==> config.mk <==
export PLATFORM = sky130hd
export DESIGN_NAME = bpss_sequencer
export DESIGN_NICKNAME = d
export VERILOG_FILES = /design/src/core/bpss_pkg.sv /design/src/core/bpss_sequencer.sv
export SDC_FILE = /design/constraint.sdc
export NUM_CORES = 1
export LEC_CHECK = 0
export BUFFER_PORTS_ARGS = -buffer_cell sky130_fd_sc_hd__buf_2
export CORE_UTILIZATION = 45
export DETAILED_ROUTE_END_ITERATION = 10
export PLACE_DENSITY = 0.71
export SYNTH_ARGS = -nofsm -noshare
export SYNTH_HDL_FRONTEND = slang
export SYNTH_SLANG_ARGS = --single-unit
==> constraint.sdc <==
create_clock -name mclk -period 4.45 [get_ports mclk]
set_input_delay 0.2225 -clock mclk [delete_from_list [all_inputs] [get_ports mclk]]
set_output_delay 0.2225 -clock mclk [all_outputs]
set_load 0.005 [all_outputs]
==> src/core/bpss_pkg.sv <==
// package for the branch and return-address sequencer: constants, codes, request struct
// assumes a single core clock and a classic wishbone register bus
package bpss_pkg;
  // ==========================================================
  // widths and stack geometry
  localparam int          ADDR_W      = 24;
  localparam int          PTR_W       = 5;
  localparam logic [4:0]  STK_DEPTH   = 5'h14;
  localparam logic [4:0]  STK_ALMOST  = 5'h13;
  localparam logic [4:0]  PTR_EMPTY   = 5'h00;
  localparam logic [4:0]  PTR_OVFL    = 5'h1F;
  localparam logic [4:0]  PTR_ONE     = 5'h01;
  localparam logic [4:0]  COND_ALWAYS = 5'h1F;
  localparam logic [23:0] DELAY_RET   = 24'h000003;
  localparam logic [1:0]  SHADOW_LEN  = 2'h2;
  // ==========================================================
  // register byte offsets
  localparam logic [7:0]  REG_TOP     = 8'h00;
  localparam logic [7:0]  REG_PTR     = 8'h04;
  localparam logic [7:0]  REG_STICKY  = 8'h08;
  localparam logic [7:0]  REG_MASK    = 8'h0C;
  // ==========================================================
  // sticky_status_reg field positions
  localparam int          STK_EMPTY_B = 0;
  localparam int          STK_FULL_B  = 1;
  localparam int          STK_OVFL_B  = 2;
  localparam int          LOOP_OVF_B  = 3;
  localparam int          CNT_OVF_B   = 4;
  localparam int          STAT_OVF_B  = 5;
  localparam int          MASK_STK_B  = 0;
  // ==========================================================
  // branch kinds and target sources
  typedef enum logic [1:0] {
    BPSS_JUMP = 2'b00,
    BPSS_CALL = 2'b01,
    BPSS_RTS  = 2'b10,
    BPSS_RTI  = 2'b11
  } bpss_kind_t;
  typedef enum logic [1:0] {
    BPSS_DIRECT   = 2'b00,
    BPSS_INDIRECT = 2'b01,
    BPSS_RELATIVE = 2'b10
  } bpss_src_t;
  typedef struct packed {
    logic        valid;
    bpss_kind_t  kind;
    bpss_src_t   src;
    logic        hasCond;
    logic [4:0]  condCode;
    logic        delayed;
    logic        loopAbort;
    logic [23:0] imm;
    logic [23:0] execAddr;
    logic [23:0] decodeAddr;
  } bpss_branch_t;
  typedef struct packed {
    logic loopPush;
    logic loopFull;
    logic cntPush;
    logic cntFull;
    logic statPush;
    logic statFull;
  } bpss_stacks_t;
endpackage : bpss_pkg

==> src/core/bpss_sequencer.sv <==
// branch target selection, return-address stack, and its wishbone register view
// assumes the pipeline presents one execute-stage request per cycle on mclk
//
// Design decisions made here: the placing of the registers and the Wishbone slave port.
`timescale 1ns/1ns
// Notes on behaviour
// - code 31: loop false, conditional true
// - call pushes return address, jump pushes nothing
// - return fetches from stack top and pops
// - interrupt_return pops status only after interrupt push
// - branch taken only when condition true
// - indirect target comes from second_address_generator
// - direct target is 24-bit immediate field
// - relative target is immediate plus program counter
// - nondelayed branch squashes fetch and decode stages
// - nondelayed call pushes decode-stage address
// - delayed branch runs two more; pushes plus three
// - loop_abort jump pops both stacks once
// - interrupt during delayed branch waits three instructions
// - stack and pointer reflect delayed push immediately
// - stack holds twenty 24-bit entries
// - pop on both returns and loop termination
// - full, empty, overflow kept in sticky_status_reg
// - maskable interrupt at nineteen occupied entries
// - other stacks flag overflow on full push
// - pointer reads 0, 1..20, or 31; a pointer register write can load any 5-bit value, 21..30 included
// - pointer write applies one cycle later
// - pointer write ignored while overflowed
// - loop start pushes the top-of-loop address
module bpss_sequencer (
  input  wire logic                   mclk,
  input  wire logic                   reset,
  input  wire bpss_pkg::bpss_branch_t br,
  input  wire logic [23:0]            dagAddr,
  input  wire logic [30:0]            condFlags,
  input  wire logic                   loopTestValid,
  input  wire logic [4:0]             loopCondCode,
  input  wire logic                   inLoop,
  input  wire logic                   loopStartValid,
  input  wire logic [23:0]            loopTopAddr,
  input  wire logic                   statusFromIrq,
  input  wire logic                   irqRequest,
  input  wire logic                   irqEntry,
  input  wire logic [23:0]            irqRetAddr,
  input  wire bpss_pkg::bpss_stacks_t stacks,
  input  wire logic                   wb_cyc_i,
  input  wire logic                   wb_stb_i,
  input  wire logic                   wb_we_i,
  input  wire logic [7:0]             wb_adr_i,
  input  wire logic [3:0]             wb_sel_i,
  input  wire logic [31:0]            wb_dat_i,
  output logic      [31:0]            wb_dat_o,
  output logic                        wb_ack_o,
  output logic                        redirect,
  output logic      [23:0]            redirectAddr,
  output logic                        squashFetch,
  output logic                        squashDecode,
  output logic                        statusPop,
  output logic                        loopStackPop,
  output logic                        loopExit,
  output logic                        irqService,
  output logic                        stackIrq,
  output logic                        loopOvfIrq,
  output logic                        cntOvfIrq,
  output logic                        statOvfIrq
);
  // ==========================================================
  // condition evaluation
  function automatic logic condTrue(input logic [4:0] code, input logic [30:0] f,
                                    input logic forLoop);
    if (code == bpss_pkg::COND_ALWAYS)
      condTrue = !forLoop;
    else
      condTrue = f[code];
  endfunction : condTrue

  // ==========================================================
  // state
  logic [23:0] stack_q [0:19];
  logic [4:0]  ptr_q;
  logic [4:0]  ptrWr_q;
  logic        ptrWrPend_q;
  logic [1:0]  shadow_q;
  logic        irqPend_q;
  logic [2:0]  ovf_q;
  logic        mask_q;
  logic        ack_q;
  logic [31:0] rdat_q;
  logic        redirect_q;
  logic [23:0] redirectAddr_q;
  logic        squash_q;
  logic        statusPop_q;
  logic        loopPop_q;
  logic        loopExit_q;
  logic        irqService_q;

  // ==========================================================
  // branch decode
  wire         isCall     = br.kind == bpss_pkg::BPSS_CALL;
  wire         isRet      = br.kind == bpss_pkg::BPSS_RTS || br.kind == bpss_pkg::BPSS_RTI;
  wire         brCond     = !br.hasCond || condTrue(br.condCode, condFlags, 1'b0);
  wire         brTaken    = br.valid && brCond;
  wire         callTaken  = brTaken && isCall;
  wire         retTaken   = brTaken && isRet;
  wire         abortTaken = brTaken && br.kind == bpss_pkg::BPSS_JUMP && br.loopAbort && inLoop;
  wire         loopEnd    = loopTestValid && condTrue(loopCondCode, condFlags, 1'b1);
  wire         overflowed = ptr_q == bpss_pkg::PTR_OVFL;
  wire         empty      = ptr_q == bpss_pkg::PTR_EMPTY;
  wire         full       = ptr_q == bpss_pkg::STK_DEPTH;
  wire [4:0]   topIdx     = ptr_q - bpss_pkg::PTR_ONE;
  wire [23:0]  topVal     = (empty || overflowed) ? '0 : stack_q[topIdx];
  wire [23:0]  relTarget  = br.execAddr + br.imm;
  wire [23:0]  callTarget = (br.src == bpss_pkg::BPSS_INDIRECT) ? dagAddr :
                            (br.src == bpss_pkg::BPSS_RELATIVE) ? relTarget :
                            br.imm;
  wire [23:0]  target     = isRet ? topVal : callTarget;
  wire [23:0]  callRet    = br.delayed ? br.execAddr + bpss_pkg::DELAY_RET
                                       : br.decodeAddr;
  // one push source per cycle; the pipeline never issues two at once
  wire         doPush     = callTaken || loopStartValid || irqEntry;
  wire [23:0]  pushVal    = callTaken ? callRet : loopStartValid ? loopTopAddr : irqRetAddr;
  wire         doPop      = retTaken || loopEnd || abortTaken;

  // ==========================================================
  // pointer next value; a popped overflowed stack stays overflowed
  wire [4:0]   ptrStack   = (doPush && (full || overflowed)) ? bpss_pkg::PTR_OVFL :
                            doPush ? ptr_q + bpss_pkg::PTR_ONE :
                            (doPop && !empty && !overflowed) ? ptr_q - bpss_pkg::PTR_ONE :
                            ptr_q;
  wire [4:0]   ptr_d      = (ptrWrPend_q && !overflowed) ? ptrWr_q : ptrStack;

  // ==========================================================
  // interrupt hold across a delayed branch and its two slots
  wire         delayedNow = brTaken && br.delayed;
  wire         irqBlocked = delayedNow || shadow_q != 2'h0;
  wire         irqFire    = (irqPend_q || irqRequest) && !irqBlocked;
  wire [1:0]   shadow_d   = delayedNow ? bpss_pkg::SHADOW_LEN :
                            (shadow_q != 2'h0) ? shadow_q - 2'h1 : shadow_q;

  // ==========================================================
  // wishbone decode
  wire         wbReq      = wb_cyc_i && wb_stb_i && !ack_q;
  wire         wbWr       = wbReq && wb_we_i && wb_sel_i[0];
  wire         wrPtr      = wbWr && wb_adr_i == bpss_pkg::REG_PTR;
  wire         wrSticky   = wbWr && wb_adr_i == bpss_pkg::REG_STICKY;
  wire         wrMask     = wbWr && wb_adr_i == bpss_pkg::REG_MASK;
  wire [2:0]   ovfSet     = {stacks.statPush && stacks.statFull,
                             stacks.cntPush && stacks.cntFull,
                             stacks.loopPush && stacks.loopFull};
  wire [2:0]   ovfClr     = wrSticky ? wb_dat_i[bpss_pkg::STAT_OVF_B:bpss_pkg::LOOP_OVF_B]
                                     : 3'h0;
  wire [2:0]   ovf_d      = ovfSet | (ovf_q & ~ovfClr); // set wins over clear
  wire [31:0]  stickyView = {26'h0, ovf_q, overflowed, full, empty};
  wire [31:0]  rdat_d     = (wb_adr_i == bpss_pkg::REG_TOP)    ? {8'h0, topVal} :
                            (wb_adr_i == bpss_pkg::REG_PTR)    ? {27'h0, ptr_q} :
                            (wb_adr_i == bpss_pkg::REG_STICKY) ? stickyView :
                            (wb_adr_i == bpss_pkg::REG_MASK)   ? {31'h0, mask_q} : 32'h0;

  // ==========================================================
  // stack storage
  always_ff @(posedge mclk)
  begin
    if (doPush && !full && !overflowed)
      stack_q[ptr_q] <= pushVal;
  end

  // ==========================================================
  // control registers
  always_ff @(posedge mclk)
  begin
    if (reset)
    begin
      ptr_q       <= bpss_pkg::PTR_EMPTY;
      ptrWr_q     <= bpss_pkg::PTR_EMPTY;
      ptrWrPend_q <= 1'b0;
      shadow_q    <= 2'h0;
      irqPend_q   <= 1'b0;
      ovf_q       <= 3'h0;
      mask_q      <= 1'b0;
    end
    else
    begin
      ptr_q       <= ptr_d;
      ptrWr_q     <= wb_dat_i[bpss_pkg::PTR_W-1:0];
      ptrWrPend_q <= wrPtr;
      shadow_q    <= shadow_d;
      irqPend_q   <= (irqPend_q || irqRequest) && irqBlocked;
      ovf_q       <= ovf_d;
      mask_q      <= wrMask ? wb_dat_i[bpss_pkg::MASK_STK_B] : mask_q;
    end
  end

  // ==========================================================
  // registered pipeline and bus outputs
  always_ff @(posedge mclk)
  begin
    if (reset)
    begin
      redirect_q     <= 1'b0;
      redirectAddr_q <= '0;
      squash_q       <= 1'b0;
      statusPop_q    <= 1'b0;
      loopPop_q      <= 1'b0;
      loopExit_q     <= 1'b0;
      irqService_q   <= 1'b0;
      ack_q          <= 1'b0;
      rdat_q         <= 32'h0;
    end
    else
    begin
      redirect_q     <= brTaken;
      redirectAddr_q <= brTaken ? target : redirectAddr_q;
      squash_q       <= brTaken && !br.delayed;
      statusPop_q    <= retTaken && br.kind == bpss_pkg::BPSS_RTI && statusFromIrq;
      loopPop_q      <= abortTaken || loopEnd;
      loopExit_q     <= loopEnd;
      irqService_q   <= irqFire;
      ack_q          <= wbReq;
      rdat_q         <= wbReq ? rdat_d : rdat_q;
    end
  end

  assign wb_ack_o     = ack_q;
  assign wb_dat_o     = rdat_q;
  assign redirect     = redirect_q;
  assign redirectAddr = redirectAddr_q;
  assign squashFetch  = squash_q;
  assign squashDecode = squash_q;
  assign statusPop    = statusPop_q;
  assign loopStackPop = loopPop_q;
  assign loopExit     = loopExit_q;
  assign irqService   = irqService_q;
  assign stackIrq     = mask_q && ptr_q == bpss_pkg::STK_ALMOST;
  assign loopOvfIrq   = ovf_q[0];
  assign cntOvfIrq    = ovf_q[1];
  assign statOvfIrq   = ovf_q[2];
endmodule : bpss_sequencer

==> metrics.md <==
| Metric | Value |
|---|---|
| Switching share of power | `27.49%` |
| Clock skew | `about 43 ps` |
| Overall Power | `about 14000 uW` |
| First-pass DRT Iterations | `5` |
| DRC | `0` |
| Synth area leader | `edfxtp_1` |
| Count of cell types in the netlist | `just under 80` |
| Routed vias | `roughly 17000` |
| Kind of critical path | `flop to flop` |
| First-pass GRT wire length | `~100000 um` |
| Synth Instances | `about 1700` |
| Relative slew slack | `12.60%` |
| Reg clk slew, reported paths | `about 60 ps` |
| Worst slew pin tran | `1302 ps` |
| Max_cap viols | `0` |
| Hold slack | `about 28 ps` |
| Finished Layout Cells | `between 2000 and 3000` |
| Row count | `86` |
| Die ar. | `57150 um2` |
| Slowest cell delay on critical path | `~740 ps` |
| Multi-input logic area | `approximately 9000 um2` |
| CTS root buffer | `clkbuf_16` |
| CP startpoint | `ptr_q[1]$_SDFFE_PP0P_` |
| Largest net degree at the start of global routing | `77` |
| Status | `completed` |
| Area delta synth->final | `18.19%` |
| CP Launch Type | `flop` |
| TritonCTS Buffers | `53` |
| P per Cell Area | `approximately 450 nW/um2` |
| Clock sinks | `between 500 and 600` |
| Hold Violations, Final | `0` |
| Final Max Slew Viols | `0` |
| Sequential Area | `around 16000 um2` |
| Max Clk Rate | `296.4 MHz` |
| Yosys reg bits | `between 500 and 600` |
| Min Tclk post-route | `~3400 ps` |
| Post-DRT Antenna Nets | `0` |
| Worst vdd ir | `roughly 340 uV` |
| Comb power frac | `approximately a fifth` |
| FILL cells | `around 4500` |
| Die Width | `between 200 and 250 um` |
| Clock latency on the worst-skew pair | `620 ps` |
| CORE AREA | `around 55000 um2` |
| HPWL after detailed placement | `roughly 48000 um` |
| Leak | `between 0.01 and 0.015 uW` |
| Fin worst setup slack | `roughly 1100 ps` |
| Starting DRT DRC Count | `~1700` |
| Clock Tree Buf Depth | `3` |
| NetSw | `~3700 uW` |
| Sequential element share of the synthesized area | `a little over three fifths` |
| Total Wirelength | `71480 um` |
| # IOs | `322` |
| Yosys Warn Count | `0` |
| Required time worst endpoint | `just under 5000 ps` |
| Share of the synthesized area in the top cell type | `a little under three fifths` |
| Worst r2r src | `ptr_q[1]$_SDFFE_PP0P_` |
| Clock network power share | `34.1%` |
| Ys async rst share | `0%` |
| Slowest cell on the critical path | `xnor2_2` |
| R2r worst-path depth | `9` |
| Hold crit path type | `input port to flop` |
| Setup crit end | `redirectAddr[8]$_SDFFE_PP0N_` |
| Sequential group share of total power | `approximately 45%` |
| Cells after DPL | `around 2700` |
| Grt ovf | `0` |
| Worst Path Max Fanout | `6` |
| Crit path DAT | `approximately 3800 ps` |
| Final setup violating endpoints | `0` |
| Vias in the first global route | `16530` |
| Place WS | `approximately 1000 ps` |
| Internal | `between 9000 and 10000 uW` |
| Synth area leaders | `edfxtp_1 (57%), mux4_2 (14%), dfxtp_1 (5.8%)` |
| IO Port Bufs | `284` |
| Final worst-path cycle share | `approximately three quarters` |
| Die height | `approximately 240 um` |
| Worst Hold Depth | `4` |
| Final net count | `between 2000 and 2500` |
| GRT Util Overall | `approximately a quarter` |
| Cells along the critical path | `inv_1 > ha_4 > xnor2_2 > mux4_2 > mux2_2 > nand2_1 > nor2_1 > a211oi_1 > nor3_1` |
| Via density | `around 5.9` |
| Dominant synthesized flop cell | `edfxtp_1` |
| Mapped Avg Cell Area | `around 15 um2` |
| Initial Utilization | `approximately 46%` |
| R2R Setup Slk | `1080 ps` |
| Placer Congestion | `0.8894` |
| Reg2Reg Capture Point | `redirectAddr[8]$_SDFFE_PP0N_` |
| Initial antenna violation count | `4` |
| Post-Syn Area | `roughly 25000 um2` |
| CTS tree | `yes` |
| Unrepaired setup endpoints after global routing | `no` |
| # resized after CTS | `0` |
| Endpoint class of the critical path | `flop` |
| Routed len/inst | `around 26 um` |
| Post-synth EDFFs | `480` |
| H-tree Lvls | `2` |
| Layout cell share with drive strength beyond 1 | `32.37%` |
cell families (layout without fill, tap and decap cells):
group | Yosys count | after routing | share of synthesized area (%)
xor gates and xnor gates | 35 | 35 | 1.212
adders and majority gates | 30 | 30 | 1.514
muxes | 239 | 239 | 17.44
other | 1 | 12 | 0.01483
and+or+nand+nor | 381 | 381 | 7.016
DFF | 553 | 553 | 62.77
buffers and inverters | 136 | 507 | 2.345
AOI/OAI and AO/OA | 280 | 280 | 7.684
metrics by stage:
stage                     setup TNS (ps)  util (%)  area [um2]
final                                  0     54.04       29890
after detailed placement               0     50.49       27930
after global routing                   0     54.04       29890
after CTS                              0     54.02       29880
after global placement                 0     50.49       27930
after floorplan                    -1924         -       25320
sequential cells by signal, indices dropped and copies added (netlist names), 2 cells and up:
| name | flops |
|---|---|
| redirectAddr | 24 |
| ptrWr_q | 5 |
| ovf_q | 3 |
| stack_q | 480 |
| ptr_q | 5 |
| shadow_q | 2 |
| wb_dat_o | 24 |
critical path, delay by kind of cell, from the launching register on:
family | cells | cell delay [ps]
adders and majority gates | 1 | 220
AOI/OAI and AO/OA | 1 | 350
DFF | 1 | 420
buffers and inverters | 1 | 180
and+or+nand+nor | 3 | 440
xor gates and xnor gates | 1 | 740
muxes | 2 | 900
cell type report:
class	instances	share of cell area, %
Timing Repair Buffer	382	7.568
Antenna cell	4	0.03349
Tap cell	748	3.131
Sequential cell	553	53.12
Multi-Input combinational cell	973	29.83
Clock buffer	64	4.575
Inverter	27	0.3391
Clock inverter	34	1.394
cell usage in the layout, fill, tap and decap left out, types with 25 or more instances in the layout:
cell	Yosys	final
a211oi_1	27	27
a21oi_1	100	99
buf_2	21	284
buf_4	13	76
clkbuf_16	0	53
dfxtp_1	73	72
edfxtp_1	480	480
ha_1	29	28
inv_1	25	25
mux2i_1	57	57
mux4_2	159	159
nand2_1	91	91
nor2_1	148	146
nor2b_1	26	26
worst min path at each step:
stage                                  start                        to  slack (ps)
detailed placement  shadow_q[1]$_SDFFE_PP0P_     irqService$_SDFF_PP0_         440
finish                           wb_adr_i[0]  wb_dat_o[1]$_SDFFE_PP0P_          30
global placement    shadow_q[1]$_SDFFE_PP0P_     irqService$_SDFF_PP0_         430
floorplan                        wb_dat_i[0]     ptrWr_q[0]$_SDFF_PP0_         350
CTS                              wb_adr_i[0]  wb_dat_o[1]$_SDFFE_PP0P_         0.6
global route                     wb_adr_i[0]  wb_dat_o[1]$_SDFFE_PP0P_          30
cells in the mapped netlist, types with 6 or more instances:
cell type and n:
o21ai_0 20, buf_1 7, and2_1 12, mux4_2 159, o211ai_1 8, nand3_1 22, ha_1 29, o21ai_1 6
a31oi_1 6, xor2_1 10, o31ai_1 7, and3_1 17, nor2b_1 26, clkbuf_1 67, a21o_1 9, nand4_1 7
buf_2 21, a311oi_1 14, nor3b_1 6, a21oi_1 100, mux2i_1 57, xnor2_1 25, nor4_1 6, edfxtp_1 480
nor3_1 21, inv_1 25, nor2_1 148, a211oi_1 27, mux2_2 23, a22oi_1 10, o21a_1 10, nand2_1 91
dfxtp_1 73, buf_4 13
power by group through the flow:
stage | logic [uW] | registers [uW] | clock network, uW
CTS | 2890 | 6010 | 4670
detailed placement | 2850 | 6120 | 0
floorplan | 1730 | 6090 | 0
global route | 3050 | 6030 | 4850
finish | 2880 | 6010 | 4610
global placement | 2800 | 6110 | 0
timing repair:
| item | 4_1_cts | 5_1_grt |
|---|---|---|
| hold endpoints to repair | 13 | 0 |
| buffers inserted | 0 | 0 |
| hold buffers | 17 | 0 |
per-layer routing:
| metal | vias to the layer above | global-route usage [%] | share of wire, % |
|---|---|---|---|
| met3 | 152 | 4.169 | 7.4 |
| li1 | 7223 | - | - |
| met1 | 8377 | 30.63 | 38 |
| met5 | - | 0 | 0 |
| met4 | 0 | 11.77 | 4.5 |
| met2 | 788 | 43.00 | 50 |
No activity file was read; power rests on OpenSTA's default activity.
